$ cat src/rtl/irqsrc_regs.vh
/*
  Register offsets, field positions, reset values and timing counts for the
  interrupt source block. Assumes a 32-bit classic Wishbone slave, one word
  per register.
*/
`ifndef IRQSRC_REGS_VH
`define IRQSRC_REGS_VH

// Byte addresses
`define IRQSRC_ADDR_RESET_CAUSE 8'h00
`define IRQSRC_ADDR_CTRL_MAIN   8'h04
`define IRQSRC_ADDR_CTRL_SECOND 8'h08
`define IRQSRC_ADDR_CTRL_THIRD  8'h0C
`define IRQSRC_ADDR_TIMER_LOW   8'h10
`define IRQSRC_ADDR_TIMER_HIGH  8'h14
`define IRQSRC_ADDR_PORT_B      8'h18
`define IRQSRC_ADDR_TIMER_CFG   8'h1C
`define IRQSRC_ADDR_SHADOW      8'h20
`define IRQSRC_ADDR_RET_ADDR    8'h24

// Reset cause register fields
`define IRQSRC_RC_PRIO_EN     7
`define IRQSRC_RC_RESET_INSTR 4
`define IRQSRC_RC_WDT_TIMEOUT 3
`define IRQSRC_RC_POWER_DOWN  2
`define IRQSRC_RC_POWER_ON    1
`define IRQSRC_RC_BROWNOUT    0
`define IRQSRC_RC_RESET_VAL   8'h1C
`define IRQSRC_RC_WRITE_MASK  8'h93

// Main control register fields
`define IRQSRC_M_GLOBAL_EN   7
`define IRQSRC_M_PERIPH_EN   6
`define IRQSRC_M_TIMER_EN    5
`define IRQSRC_M_EXT0_EN     4
`define IRQSRC_M_PORT_EN     3
`define IRQSRC_M_TIMER_FLAG  2
`define IRQSRC_M_EXT0_FLAG   1
`define IRQSRC_M_PORT_FLAG   0

// Second control register fields
`define IRQSRC_S_EDGE0       6
`define IRQSRC_S_EDGE1       5
`define IRQSRC_S_EDGE2       4
`define IRQSRC_S_TIMER_PRIO  2
`define IRQSRC_S_PORT_PRIO   0
`define IRQSRC_S_RESET_VAL   8'h75

// Third control register fields
`define IRQSRC_T_EXT2_PRIO   7
`define IRQSRC_T_EXT1_PRIO   6
`define IRQSRC_T_EXT2_EN     4
`define IRQSRC_T_EXT1_EN     3
`define IRQSRC_T_EXT2_FLAG   1
`define IRQSRC_T_EXT1_FLAG   0
`define IRQSRC_T_RESET_VAL   8'hC0

// Timer config: bit 0 is 16-bit mode, bit 1 is run
`define IRQSRC_TC_WIDE       0
`define IRQSRC_TC_RUN        1

// Edges after reset until the pin synchroniser output is valid
`define IRQSRC_SYNC_SETTLE   3'h5

`endif

$ cat src/rtl/irqsrc_top.v
/*
  Interrupt source logic: reset cause register, three external edge
  interrupts, timer zero overflow, port change detect, priority routing
  and context save on interrupt entry, behind a classic Wishbone slave.
  Assumes the core supplies the context values, the reset cause events and
  a take pulse when it vectors; pins are asynchronous.
*/
`include "irqsrc_regs.vh"
`default_nettype none

module irqsrc_top
(
  input  wire        clk,
  input  wire        reset,
  input  wire [7:0]  wb_adr_i,
  input  wire [31:0] wb_dat_i,
  output reg  [31:0] wb_dat_o,
  input  wire        wb_we_i,
  input  wire [3:0]  wb_sel_i,
  input  wire        wb_cyc_i,
  input  wire        wb_stb_i,
  output reg         wb_ack_o,
  input  wire [2:0]  extIrqPin,
  input  wire [7:0]  portBPin,
  input  wire [3:0]  portBIsInput,
  input  wire        sleeping,
  input  wire        resetInstrEvent,
  input  wire        wdtTimeoutEvent,
  input  wire        powerDownEvent,
  input  wire        powerDownClear,
  input  wire        irqTaken,
  input  wire [15:0] returnAddr,
  input  wire [7:0]  workingRegister,
  input  wire [7:0]  statusRegister,
  input  wire [7:0]  bankSelectRegister,
  output reg         irqHigh,
  output reg         irqLow,
  output reg         wakeUp,
  output reg         vectorAfterWake
);

  reg  [7:0]  resetCause_reg;
  reg  [7:0]  ctrlMain_reg;
  reg  [7:0]  ctrlSecond_reg;
  reg  [7:0]  ctrlThird_reg;
  reg  [1:0]  timerCfg_reg;
  reg  [3:0]  portLatch_reg;
  reg  [2:0]  extPrev_reg;
  reg  [23:0] shadow_reg;
  reg  [15:0] retStack_reg;
  reg         irqHigh_next;
  reg         irqLow_next;
  reg  [31:0] readData;
  reg  [2:0]  settle_reg;

  wire [6:0]  syncPins;
  wire [2:0]  extSync;
  wire [3:0]  portSync;
  wire [15:0] timerCount;
  wire        timerOverflow;
  wire        access;
  wire        wrStrobe;
  wire        rdStrobe;
  wire        wrLane0;
  wire [7:0]  wrByte;
  wire [2:0]  edgeSelect;
  wire [2:0]  extEdge;
  wire        portMismatch;
  wire        syncReady;
  wire        prioEn;
  wire        reqExt0;
  wire        reqExt1;
  wire        reqExt2;
  wire        reqTimer;
  wire        reqPort;

  function wrHit;
    input [7:0] addr;
    input [7:0] target;
    begin
      wrHit = wrLane0 && (addr == target);
    end
  endfunction

  irqsrc_pin_sync #(.WIDTH(7)) pinSync
  (
    .clk    (clk),
    .reset  (reset),
    .pinIn  ({portBPin[7:4], extIrqPin}),
    .pinOut (syncPins)
  );

  assign extSync  = syncPins[2:0];
  assign portSync = syncPins[6:3];

  // Bus slave: one wait state, ack one cycle
  assign access   = wb_cyc_i & wb_stb_i & ~wb_ack_o;
  assign wrStrobe = access & wb_we_i;
  assign rdStrobe = access & ~wb_we_i;
  assign wrLane0  = wrStrobe & wb_sel_i[0];
  assign wrByte   = wb_dat_i[7:0];

  irqsrc_timer timerZero
  (
    .clk      (clk),
    .reset    (reset),
    .run      (timerCfg_reg[`IRQSRC_TC_RUN]),
    .wideMode (timerCfg_reg[`IRQSRC_TC_WIDE]),
    .loadLow  (wrHit(wb_adr_i, `IRQSRC_ADDR_TIMER_LOW)),
    .loadHigh (wrHit(wb_adr_i, `IRQSRC_ADDR_TIMER_HIGH)),
    .loadData (wrByte),
    .count    (timerCount),
    .overflow (timerOverflow)
  );

  assign edgeSelect = {ctrlSecond_reg[`IRQSRC_S_EDGE2], ctrlSecond_reg[`IRQSRC_S_EDGE1],
                       ctrlSecond_reg[`IRQSRC_S_EDGE0]};

  // No false edge while the synchroniser fills after reset
  assign syncReady  = (settle_reg == `IRQSRC_SYNC_SETTLE);
  assign extEdge    = {3{syncReady}}
                    & ((edgeSelect & extSync & ~extPrev_reg)
                    | (~edgeSelect & ~extSync & extPrev_reg));

  assign portMismatch = |((portSync ^ portLatch_reg) & portBIsInput);

  always @(posedge clk)
  begin
    if (reset)
    begin
      extPrev_reg   <= 3'h0;
      portLatch_reg <= 4'h0;
      settle_reg    <= 3'h0;
    end
    else
    begin
      extPrev_reg <= extSync;
      // Settle counter
      if (!syncReady)
        settle_reg <= settle_reg + 3'h1;
      if (access && wb_adr_i == `IRQSRC_ADDR_PORT_B)
        portLatch_reg <= portSync;
    end
  end

  // Reset cause register
  always @(posedge clk)
  begin
    if (reset)
      resetCause_reg <= `IRQSRC_RC_RESET_VAL;
    else
    begin
      // Writable cause bits, read-only timeout and power-down
      if (wrHit(wb_adr_i, `IRQSRC_ADDR_RESET_CAUSE))
        resetCause_reg <= (resetCause_reg & ~`IRQSRC_RC_WRITE_MASK)
                        | (wrByte & `IRQSRC_RC_WRITE_MASK);
      // Hardware cause events win over writes
      if (resetInstrEvent)
        resetCause_reg[`IRQSRC_RC_RESET_INSTR] <= 1'b0;
      if (wdtTimeoutEvent)
        resetCause_reg[`IRQSRC_RC_WDT_TIMEOUT] <= 1'b0;
      if (powerDownEvent)
        resetCause_reg[`IRQSRC_RC_POWER_DOWN] <= 1'b0;
      else if (powerDownClear)
        resetCause_reg[`IRQSRC_RC_POWER_DOWN] <= 1'b1;
    end
  end

  // Control registers and flags
  always @(posedge clk)
  begin
    if (reset)
    begin
      ctrlMain_reg   <= 8'h00;
      ctrlSecond_reg <= `IRQSRC_S_RESET_VAL;
      ctrlThird_reg  <= `IRQSRC_T_RESET_VAL;
      timerCfg_reg   <= 2'h0;
    end
    else
    begin
      if (wrHit(wb_adr_i, `IRQSRC_ADDR_CTRL_MAIN))
        ctrlMain_reg <= wrByte;
      if (wrHit(wb_adr_i, `IRQSRC_ADDR_CTRL_SECOND))
        ctrlSecond_reg <= wrByte & 8'hF5;
      if (wrHit(wb_adr_i, `IRQSRC_ADDR_CTRL_THIRD))
        ctrlThird_reg <= wrByte & 8'hDB;
      if (wrHit(wb_adr_i, `IRQSRC_ADDR_TIMER_CFG))
        timerCfg_reg <= wrByte[1:0];
      // Flags set regardless of enable, set wins
      if (extEdge[0])
        ctrlMain_reg[`IRQSRC_M_EXT0_FLAG] <= 1'b1;
      if (extEdge[1])
        ctrlThird_reg[`IRQSRC_T_EXT1_FLAG] <= 1'b1;
      if (extEdge[2])
        ctrlThird_reg[`IRQSRC_T_EXT2_FLAG] <= 1'b1;
      if (timerOverflow)
        ctrlMain_reg[`IRQSRC_M_TIMER_FLAG] <= 1'b1;
      if (portMismatch)
        ctrlMain_reg[`IRQSRC_M_PORT_FLAG] <= 1'b1;
    end
  end

  assign prioEn = resetCause_reg[`IRQSRC_RC_PRIO_EN];

  assign reqExt0  = ctrlMain_reg[`IRQSRC_M_EXT0_FLAG] & ctrlMain_reg[`IRQSRC_M_EXT0_EN];
  assign reqExt1  = ctrlThird_reg[`IRQSRC_T_EXT1_FLAG] & ctrlThird_reg[`IRQSRC_T_EXT1_EN];
  assign reqExt2  = ctrlThird_reg[`IRQSRC_T_EXT2_FLAG] & ctrlThird_reg[`IRQSRC_T_EXT2_EN];
  assign reqTimer = ctrlMain_reg[`IRQSRC_M_TIMER_FLAG] & ctrlMain_reg[`IRQSRC_M_TIMER_EN];
  assign reqPort  = ctrlMain_reg[`IRQSRC_M_PORT_FLAG] & ctrlMain_reg[`IRQSRC_M_PORT_EN];

  // Priority routing
  always @*
  begin
    irqHigh_next = 1'b0;
    irqLow_next  = 1'b0;
    if (prioEn)
    begin
      irqHigh_next = reqExt0
                   | (reqExt1 & ctrlThird_reg[`IRQSRC_T_EXT1_PRIO])
                   | (reqExt2 & ctrlThird_reg[`IRQSRC_T_EXT2_PRIO])
                   | (reqTimer & ctrlSecond_reg[`IRQSRC_S_TIMER_PRIO])
                   | (reqPort & ctrlSecond_reg[`IRQSRC_S_PORT_PRIO]);
      irqLow_next  = (reqExt1 & ~ctrlThird_reg[`IRQSRC_T_EXT1_PRIO])
                   | (reqExt2 & ~ctrlThird_reg[`IRQSRC_T_EXT2_PRIO])
                   | (reqTimer & ~ctrlSecond_reg[`IRQSRC_S_TIMER_PRIO])
                   | (reqPort & ~ctrlSecond_reg[`IRQSRC_S_PORT_PRIO]);
      irqHigh_next = irqHigh_next & ctrlMain_reg[`IRQSRC_M_GLOBAL_EN];
      irqLow_next  = irqLow_next & ctrlMain_reg[`IRQSRC_M_PERIPH_EN];
    end
    else
    begin
      irqHigh_next = ctrlMain_reg[`IRQSRC_M_GLOBAL_EN]
                   & (reqExt0 | reqExt1 | reqExt2 | reqTimer | reqPort)
                   & ctrlMain_reg[`IRQSRC_M_PERIPH_EN];
    end
  end

  always @(posedge clk)
  begin
    if (reset)
    begin
      irqHigh         <= 1'b0;
      irqLow          <= 1'b0;
      wakeUp          <= 1'b0;
      vectorAfterWake <= 1'b0;
      shadow_reg      <= 24'h000000;
      retStack_reg    <= 16'h0000;
    end
    else
    begin
      irqHigh <= irqHigh_next;
      irqLow  <= irqLow_next;
      wakeUp  <= sleeping & (reqExt0 | reqExt1 | reqExt2);
      // Vector after wake only with global enable
      vectorAfterWake <= sleeping & (reqExt0 | reqExt1 | reqExt2)
                       & ctrlMain_reg[`IRQSRC_M_GLOBAL_EN];
      if (irqTaken)
      begin
        retStack_reg <= returnAddr;
        shadow_reg   <= {bankSelectRegister, statusRegister, workingRegister};
      end
    end
  end

  // Read mux
  always @*
  begin
    readData = 32'h00000000;
    case (wb_adr_i)
      // Bits 6 and 5 read zero
      `IRQSRC_ADDR_RESET_CAUSE: readData[7:0] = resetCause_reg & 8'h9F;
      `IRQSRC_ADDR_CTRL_MAIN:   readData[7:0] = ctrlMain_reg;
      `IRQSRC_ADDR_CTRL_SECOND: readData[7:0] = ctrlSecond_reg;
      `IRQSRC_ADDR_CTRL_THIRD:  readData[7:0] = ctrlThird_reg;
      `IRQSRC_ADDR_TIMER_LOW:   readData[7:0] = timerCount[7:0];
      `IRQSRC_ADDR_TIMER_HIGH:  readData[7:0] = timerCount[15:8];
      `IRQSRC_ADDR_PORT_B:      readData[7:0] = {portSync, 4'h0};
      `IRQSRC_ADDR_TIMER_CFG:   readData[1:0] = timerCfg_reg;
      `IRQSRC_ADDR_SHADOW:      readData[23:0] = shadow_reg;
      `IRQSRC_ADDR_RET_ADDR:    readData[15:0] = retStack_reg;
      default:                  readData = 32'h00000000;
    endcase
  end

  always @(posedge clk)
  begin
    if (reset)
    begin
      wb_ack_o <= 1'b0;
      wb_dat_o <= 32'h00000000;
    end
    else
    begin
      wb_ack_o <= access;
      if (rdStrobe)
        wb_dat_o <= readData;
    end
  end

endmodule // irqsrc_top

`default_nettype wire

$ cat src/rtl/irqsrc_pin_sync.v
/*
  Three-stage pin synchroniser with agreement filter.
  Assumes asynchronous pin inputs; output changes once stages two and three agree.
*/
`default_nettype none

module irqsrc_pin_sync
#(
  parameter WIDTH = 7
)
(
  input  wire             clk,
  input  wire             reset,
  input  wire [WIDTH-1:0] pinIn,
  output reg  [WIDTH-1:0] pinOut
);

  reg [WIDTH-1:0] stage1Reg;
  reg [WIDTH-1:0] stage2Reg;
  reg [WIDTH-1:0] stage3Reg;
  integer i;

  always @(posedge clk)
  begin
    if (reset)
    begin
      stage1Reg <= {WIDTH{1'b0}};
      stage2Reg <= {WIDTH{1'b0}};
      stage3Reg <= {WIDTH{1'b0}};
      pinOut    <= {WIDTH{1'b0}};
    end
    else
    begin
      stage1Reg <= pinIn;
      stage2Reg <= stage1Reg;
      stage3Reg <= stage2Reg;
      for (i = 0; i < WIDTH; i = i + 1)
        if (stage2Reg[i] == stage3Reg[i])
          pinOut[i] <= stage3Reg[i];
    end
  end

endmodule // irqsrc_pin_sync

`default_nettype wire

$ cat src/rtl/irqsrc_timer.v
/*
  Timer zero counter with 8-bit and 16-bit modes and overflow pulse.
  Assumes software loads via write strobes from the register slave.
*/
`include "irqsrc_regs.vh"
`default_nettype none

module irqsrc_timer
(
  input  wire        clk,
  input  wire        reset,
  input  wire        run,
  input  wire        wideMode,
  input  wire        loadLow,
  input  wire        loadHigh,
  input  wire [7:0]  loadData,
  output reg  [15:0] count,
  output wire        overflow
);

  wire lowAllOnes;
  wire allOnes;

  assign lowAllOnes = (count[7:0] == 8'hFF);
  assign allOnes    = (count == 16'hFFFF);
  assign overflow   = run & ~loadLow & ~loadHigh & (wideMode ? allOnes : lowAllOnes);

  always @(posedge clk)
  begin
    if (reset)
      count <= 16'h0000;
    else if (loadLow)
      count[7:0] <= loadData;
    else if (loadHigh)
      count[15:8] <= loadData;
    else if (run)
    begin
      if (wideMode)
        count <= count + 16'h0001;
      else
        count[7:0] <= count[7:0] + 8'h01;
    end
  end

endmodule // irqsrc_timer

`default_nettype wire

$ cat config.mk
export PLATFORM = sky130hd
export DESIGN_NAME = irqsrc_top
export DESIGN_NICKNAME = d
export VERILOG_FILES = /design/src/rtl/irqsrc_top.v /design/src/rtl/irqsrc_pin_sync.v /design/src/rtl/irqsrc_timer.v
export VERILOG_INCLUDE_DIRS = /design/src /design/src/rtl
export SDC_FILE = /design/constraint.sdc
export NUM_CORES = 1
export LEC_CHECK = 0
export BUFFER_PORTS_ARGS = -buffer_cell sky130_fd_sc_hd__buf_2
export CAP_MARGIN = 10
export CORE_ASPECT_RATIO = 0.6
export CORE_MARGIN = 2
export CORE_UTILIZATION = 50
export CTS_CLUSTER_SIZE = 30
export DETAILED_ROUTE_END_ITERATION = 10
export PLACE_DENSITY = 0.76
export SLEW_MARGIN = 15
export SYNTH_ARGS = -nofsm -noshare
export SYNTH_HDL_FRONTEND = slang
export SYNTH_SLANG_ARGS = --single-unit
$ cat constraint.sdc
create_clock -name clk -period 3.05 [get_ports clk]
set_input_delay 0.61 -clock clk [delete_from_list [all_inputs] [get_ports clk]]
set_output_delay 0.61 -clock clk [all_outputs]
set_load 0.01 [all_outputs]
==> results_dict.tcl, run 1 <==
set metrics [dict create \
    outcome "complete, no violations" \
    cts-htree-levels 4 \
    vias 5765 \
    min_path_cells 2 \
    synth_most_common_cell "dfxtp_1" \
    period_share_pct 74.3 \
    p_leak_uw 0.00329 \
    rrSetupSlack_ns 1.03 \
    yosysTopAreaCellShare_pct 44.5 \
    fmaxAchievable_ghz 0.441 \
    clk_latency_ns 0.42 \
    ys_types 65 \
    wl_per_cell_um 17.5 \
    syn_inst 740 \
    cts_tree "done" \
    wirelength_um 17900 \
    r2r-start "wb_ack_o$_SDFF_PP0_" \
    hold_start "powerDownEvent" \
    cellPowerDensity_nw_per_um2 558 \
    final_max_slew_viol_count 0 \
    initialDrtViolationCount 491 \
    hold_path.class "in -> reg" \
    start_kind "input pin" \
    synth_flop_cell "dfxtp_1" \
    hold_violations 0 \
    die-area_um2 14600 \
    period_minus_slack_ns 2.27 \
    track_usage_pct 25.4 \
    finalSetupTns_ns 0 \
    yosysTopAreaCell "dfxtp_1" \
    tightest_slew_ns 0.692 \
    crit_path_max_fanout 16 \
    core-area_um2 13100 \
    holdPathEnd "resetCause_reg[2]$_SDFFE_PP1P_" \
    gp_congestion 0.941 \
    yosys_warnings 0 \
    ys_async_sr_fraction_pct 0 \
    first_pass_iters 5 \
    drive_gt1_share_pct 21.6 \
    drv_cap 0 \
    fin_worst_skew_ns 0.0130 \
    cts-resized-gates 0 \
    ir_worst_vdd_uv 381 \
    die_w_um 154 \
    grt_pass1_vias 5293 \
    rsz0062_at_grt "false" \
    crit_type "in -> reg" \
    worstPathRequired_ns 3.32 \
    area_growth_pct 18.9 \
    overflow 0 \
    vias_per_cell 5.65 \
    port-buffer-count 107 \
    ctsHoldBuffers 0 \
    syn-cell-area_um2 6790 \
    hpwl_um 12900 \
    path_clk_slew_ns 0.06 \
    yosys-top-cells-area "dfxtp_1, mux2i_1, nor2_1, nand2_1, a21oi_1" \
    initial_core_util_pct 52.0 \
    slew_headroom_pct 53.5 \
    reg2reg_depth 5 \
    cts_max_path_buffers 2 \
    numCtsBuffers 17 \
    r2r-end "timerZero.count[3]$_SDFFE_PP0P_" \
    ys_seq_area_share_pct 44.5 \
    antenna_cells 0 \
    synth_edf_count 0 \
    ys_top_cells_by_count "dfxtp_1, nor2_1, mux2i_1, nand2_1, a21oi_1" \
    syn_avg_cell_area_um2 9.17 \
    final_util_pct 61.8 \
    grt_max_degree 66 \
    drc 0 \
    antenna_found_initial 0 \
    cp.arrival_ns 2.53 \
    setup_viol 0 \
    clkSinkCount 151 \
    grt_pass1_wl_um 28300 \
    ios 147 \
    cts_setup_buffers 0 \
    nets 952 \
    endpoint_kind "flip-flop" \
    yosys_register_bits 151 \
    rows 32 \
    die_height_um 94.3 \
    ant_nets 0 \
    cts-root-buf "clkbuf_16" \
]
==> per-layer routing <==
| layer | vias to the layer above | track usage [%] | part of all wire (%) |
|---|---|---|---|
| met5 | - | 0 | 0 |
| met4 | 0 | 6.56 | 0.79 |
| met3 | 10 | 9.87 | 11 |
| met2 | 239 | 34.6 | 40 |
| met1 | 2697 | 37.0 | 48 |
| li1 | 2819 | - | - |
==> worst max-delay path: stages <==
cell,delay [ns]
buf_2,0.21
nor4b_4,0.57
nand3_2,0.17
or3_1,0.65
nor2_1,0.23
a211oi_1,0.07
==> how the worst max path moves through the flow <==
| stage | slack [ns] | to | cells after the start | startpoint |
|---|---|---|---|---|
| after floorplan | 0.87 | timerZero.count[7]$_SDFFE_PP0P_ | 6 | wb_adr_i[2] |
| after global placement | 0.44 | ctrlSecond_reg[0]$_SDFFE_PP1P_ | 5 | wb_adr_i[5] |
| after CTS | 0.82 | ctrlSecond_reg[4]$_SDFFE_PP1P_ | 5 | wb_adr_i[5] |
| after global routing | 0.71 | timerZero.count[2]$_SDFFE_PP0P_ | 6 | wb_adr_i[5] |
| after detailed placement | 0.40 | ctrlSecond_reg[4]$_SDFFE_PP1P_ | 5 | wb_adr_i[5] |
| final | 0.78 | timerZero.count[3]$_SDFFE_PP0P_ | 6 | wb_adr_i[5] |
==> through the flow <==
step / worst slack, ns / total power [µW] / instance area, µm² / cells / hold slack [ns]
after floorplan: 0.867 / 2290 / 6810 / 747 / 0.414
final: 0.784 / 4500 / 8070 / 1020 / 0.378
after detailed placement: 0.399 / 2410 / 7460 / 990 / 0.423
after global placement: 0.436 / 2400 / 7460 / 990 / 0.419
after global routing: 0.705 / 4660 / 8070 / 1020 / 0.366
after CTS: 0.824 / 4530 / 8070 / 1020 / 0.361
==> where the power goes <==
group	internal [µW]	leakage (µW)	switching (µW)
Clock	1360	0.000298	770
Sequential	2030	0.00123	31.4
Combinational	129	0.00176	180
==> layout by cell type (no fill, tap or decap), types with 3 or more instances in the layout <==
cell,count
a211o_1,9
a211oi_1,8
a211oi_2,3
a21o_1,4
a21oi_1,39
a221oi_1,14
a22oi_1,8
a31oi_1,4
and2_1,9
buf_2,106
buf_4,16
bufinv_16,3
clkbuf_16,17
clkbuf_8,4
clkinv_2,3
conb_1,8
dfxtp_1,151
ha_1,3
inv_1,9
mux2_2,5
mux2i_1,72
nand2_1,56
nand2b_1,3
nand3_1,30
nand3b_1,6
nand4_1,6
nor2_1,105
nor2b_1,28
nor3_1,19
nor3_4,3
nor4_1,3
o21ai_0,29
o21bai_1,3
o22ai_1,5
xnor2_1,6
xor2_1,6
==> layout make-up <==
type,instances,area (µm²)
clock buffer,22,484
sequential,151,3020
clock inverter,8,121
inverter,9,33.8
timing repair buffer,124,691
tap,170,213
multi-input combinational,536,3500
fill,1128,4980
==> kinds of logic (layout without fill, tap and decap cells) <==
logic type      after synthesis  count (layout)  share of synthesized area (%)
fa+ha+maj                     3               3                          0.553
xor+xnor                     12              12                           1.55
compound gates              139             139                           14.0
flops                       151             151                           44.5
simple gates                296             296                           23.1
buf+inv                      60             163                           4.46
other cells                   1               8                         0.0552
mux                          78              78                           11.8
(Power assumes the default switching activity.)
==> run 2: changes to the inputs <==
Settings changed: CORE_UTILIZATION 50 to 49, PLACE_DENSITY 0.76 to 0.78.
Clock period 3.05 ns to 2 ns, I/O delays scaled along.
==> results_dict.tcl, run 2 (synthesis results as in run 1) <==
set metrics [dict create \
    gp_congestion 0.955 \
    vias_per_cell 5.63 \
    crit_path_max_fanout 6 \
    vias 6003 \
    ir_worst_vdd_uv 523 \
    hpwl_um 13500 \
    rows 33 \
    hold_violations 0 \
    overflow 0 \
    initial_core_util_pct 50.0 \
    numCtsBuffers 17 \
    cts_setup_buffers 0 \
    cts-htree-levels 4 \
    antenna_cells 0 \
    final_area_um2 8480 \
    tightest_slew_ns 0.501 \
    outcome "complete, no violations" \
    final-seq-area_um2 3020 \
    port-buffer-count 107 \
    nets 994 \
    cts_tree "done" \
    cts_max_path_buffers 2 \
    p_leak_uw 0.00351 \
    antenna_found_initial 0 \
    initialDrtViolationCount 594 \
    setup_viol 0 \
    worstPathRequired_ns 2.29 \
    period_minus_slack_ns 1.93 \
    clkSinkCount 151 \
    endpoint_kind "flip-flop" \
    first_pass_iters 5 \
    rsz0062_at_grt "false" \
    finalSetupTns_ns 0 \
    final_max_slew_viol_count 0 \
    die_w_um 156 \
    multi_input_area_um2 3510 \
    fmaxAchievable_ghz 0.518 \
    drive_gt1_share_pct 25.6 \
    fin_worst_skew_ns 0.00574 \
    core-area_um2 13600 \
    ios 147 \
    area_growth_pct 25.0 \
    cts-root-buf "clkbuf_16" \
    die-area_um2 14800 \
    ant_nets 0 \
    fill_cells 1137 \
    layout_commonest_cell "dfxtp_1" \
    wl_per_cell_um 17.1 \
    setup_ws_ns 0.0701 \
    final_cell_mix "dfxtp_1, buf_2, nor2_1" \
    start_kind "flip-flop" \
    crit_type "reg -> reg" \
    period_share_pct 96.5 \
    path_clk_slew_ns 0.06 \
    slew_headroom_pct 65.7 \
    grt_max_degree 42 \
    cellPowerDensity_nw_per_um2 801 \
    drc 0 \
    hold_path.class "in -> reg" \
    place_area_um2 7900 \
    grt_pass1_vias 5359 \
    die_height_um 95.2 \
    place_ws_ns -0.175 \
    clk_latency_ns 0.42 \
    track_usage_pct 25.0 \
    wirelength_um 18300 \
    drv_cap 0 \
    cp.arrival_ns 2.21 \
    grt_pass1_wl_um 28400 \
]
==> run 2: final timing paths <==
kind / start / end / slack (ns) / depth (start not counted)
setup / recovery: wb_ack_o$_SDFF_PP0_ / ctrlMain_reg[0]$_SDFFE_PP0P_ / 0.07 / 5
hold / removal: powerDownEvent / resetCause_reg[2]$_SDFFE_PP1P_ / 0.16 / 2
setup reg to reg: wb_ack_o$_SDFF_PP0_ / ctrlMain_reg[0]$_SDFFE_PP0P_ / 0.07 / 5
hold reg to reg: pinSync.stage1Reg[4]$_SDFF_PP0_ / pinSync.stage2Reg[4]$_SDFF_PP0_ / 0.43 / 1
==> run 2: layer usage <==
layer | GRT usage, % | vias to the layer above | wire [µm]
met4 | 5.96 | 0 | 133
met3 | 6.50 | 15 | 1920
met2 | 34.6 | 297 | 7280
met5 | 0 | - | 0
met1 | 38.2 | 2794 | 8940
li1 | - | 2897 | -
==> run 2: critical path, cell delays in order (launching register included) <==
cell	delay (ns)
dfxtp_1	0.34
and3b_1	0.42
nand2_1	0.26
nor3_4	0.31
mux2i_1	0.33
a31oi_1	0.14
==> run 2: repair_timing <==
| action | 4_1_cts | 5_1_grt |
|---|---|---|
| gates resized for setup | 0 | 1 |
| endpoints found under the setup margin | 0 | 1 |
| hold buffers | 0 | 0 |
==> run 2: cell type report <==
type                       count  area share, %
multi-input combinational    536           41.4
sequential                   151           35.6
timing repair buffer         166           13.2
clock buffer                  19           5.34
tap                          175           2.58
clock inverter                11           1.49
inverter                       9          0.398
==> run 2: where the power goes <==
group          switching [µW]  total (µW)  internal [µW]
registers                47.4        3140           3090
clock network            1240        3130           1890
logic                     290         529            238
==> run 2: per-stage QoR <==
| stage | hold WS [ns] | std cells | power, µW | utilization [%] |
|---|---|---|---|---|
| final | 0.164 | 1067 | 6800 | 62.4 |
| after global routing | 0.158 | 1067 | 7020 | 62.4 |
| after CTS | 0.155 | 1067 | 6840 | 62.4 |
| after detailed placement | 0.424 | 1037 | 3730 | 58.1 |
| after global placement | 0.419 | 1037 | 3720 | 58.1 |
| after floorplan | 0.414 | 747 | 3490 | - |
==> run 3: changes to the inputs <==
Settings changed: CELL_PAD_IN_SITES_DETAIL_PLACEMENT from default to 1, CELL_PAD_IN_SITES_GLOBAL_PLACEMENT from default to 1, CORE_UTILIZATION 49 to 37.
==> results_dict.tcl, run 3 (synthesis results as in run 1) <==
set metrics [dict create \
    drive_gt1_share_pct 26.2 \
    die_w_um 179 \
    final_area_um2 8560 \
    crit_family "compound AO/OA/AOI/OAI gates" \
    gp_congestion 0.908 \
    cts_max_path_buffers 2 \
    cp.arrival_ns 2.21 \
    initialDrtViolationCount 465 \
    layout_commonest_cell "dfxtp_1" \
    cts-root-buf "clkbuf_16" \
    rows 38 \
    routed.top_layer "met4" \
    slew_headroom_pct 44.4 \
    numCtsBuffers 17 \
    dpl.cell_count 1106 \
    crit_chain "buf_2 > buf_4 > nor4_2 > buf_4 > a22oi_1 > o2bb2ai_1 > a2111oi_0 > buf_4 > o21ai_0" \
    endpoint_kind "flip-flop" \
    drv_cap 0 \
    wl_met1_um 11000 \
    p_leak_uw 0.00352 \
    overflow 0 \
    clk_latency_ns 0.43 \
    port-buffer-count 107 \
    outcome "complete, no violations" \
    place_area_um2 7950 \
    ctsHoldBuffers 0 \
    hold_violations 0 \
    first_pass_iters 5 \
    vias_per_cell 5.42 \
    initial_core_util_pct 37.7 \
    start_kind "input pin" \
    period_share_pct 94.3 \
    hpwl_um 15700 \
    finalPower_uw 7020 \
    finalSetupTns_ns 0 \
    ios 147 \
    worstPathRequired_ns 2.32 \
    final_cell_mix "dfxtp_1, buf_2, nor2_1" \
    die-area_um2 19500 \
    grt_max_degree 71 \
    cts_setup_buffers 0 \
    period_minus_slack_ns 1.89 \
    antenna_found_initial 1 \
    wl_per_cell_um 19.0 \
    ir_worst_vdd_uv 632 \
    final_max_slew_viol_count 0 \
    area_growth_pct 26.1 \
    core-area_um2 18000 \
    cts-htree-levels 4 \
    drc 0 \
    wl_met2_um 8990 \
    hold_path.class "in -> reg" \
    setup_viol 0 \
    grt_pass1_vias 5998 \
    antenna_cells 0 \
    cellPowerDensity_nw_per_um2 819 \
    crit_type "in -> reg" \
    grt_pass1_wl_um 33400 \
    track_usage_pct 22.6 \
    rsz0062_at_grt "true" \
    fmaxAchievable_ghz 0.530 \
    critPathBufInv 4 \
    nets 998 \
    fin_worst_skew_ns 0.0144 \
    fin_cells 1138 \
    wl_met3_um 1380 \
    path_clk_slew_ns 0.07 \
    crit_path_max_fanout 7 \
    tightest_slew_ns 0.813 \
    clkSinkCount 151 \
    ant_nets 0 \
    cts-resized-gates 0 \
    vias 6172 \
    cp_slowest_cell "a2111oi_0" \
    slowest_delay_ns 0.73 \
    wirelength_um 21600 \
    die_height_um 109 \
    cts_tree "done" \
    crit_path_frequent_cell "buf_4" \
]
-- run 3: path summary, 6_finish.rpt --
check,to,cells past startpoint,startpoint,slack (ns)
max,wb_dat_o[6]$_SDFFE_PP0P_,9,wb_adr_i[4],0.11
max reg2reg,timerZero.count[5]$_SDFFE_PP0P_,6,wb_ack_o$_SDFF_PP0_,0.13
min,resetCause_reg[2]$_SDFFE_PP1P_,2,powerDownEvent,0.16
min reg2reg,pinSync.stage2Reg[6]$_SDFF_PP0_,1,pinSync.stage1Reg[6]$_SDFF_PP0_,0.43
-- run 3: final cells by class --
class                      count  area (µm²)
clock buffer                  19         443
inverter                       9        33.8
clock inverter                13         161
sequential                   151        3020
timing repair buffer         170        1090
tap                          240         300
multi-input combinational    536        3510
fill                        2139        9460
-- run 3: metal layers --
metal | track usage (%) | vias up
li1 | - | 2906
met2 | 32.9 | 177
met3 | 4.88 | 22
met5 | 0 | -
met4 | 5.46 | 0
met1 | 33.7 | 3067
-- run 3: power breakdown --
group | switching [µW] | internal, µW | leakage [µW]
registers | 49.9 | 3090 | 0.00123
logic | 302 | 227 | 0.00200
clock network | 1430 | 1920 | 0.000291
total | 1780 | 5230 | 0.00352
-- run 3: through the flow --
step	hold WS, ns	setup WS, ns	utilization (%)
6_report	0.161	0.114	47.5
2_1_floorplan	0.414	0.0275	-
4_1_cts	0.152	0.0456	47.5
3_3_place_gp	0.424	-0.205	44.1
3_5_place_dp	0.425	-0.214	44.1
5_1_grt	0.162	-0.00818	47.5
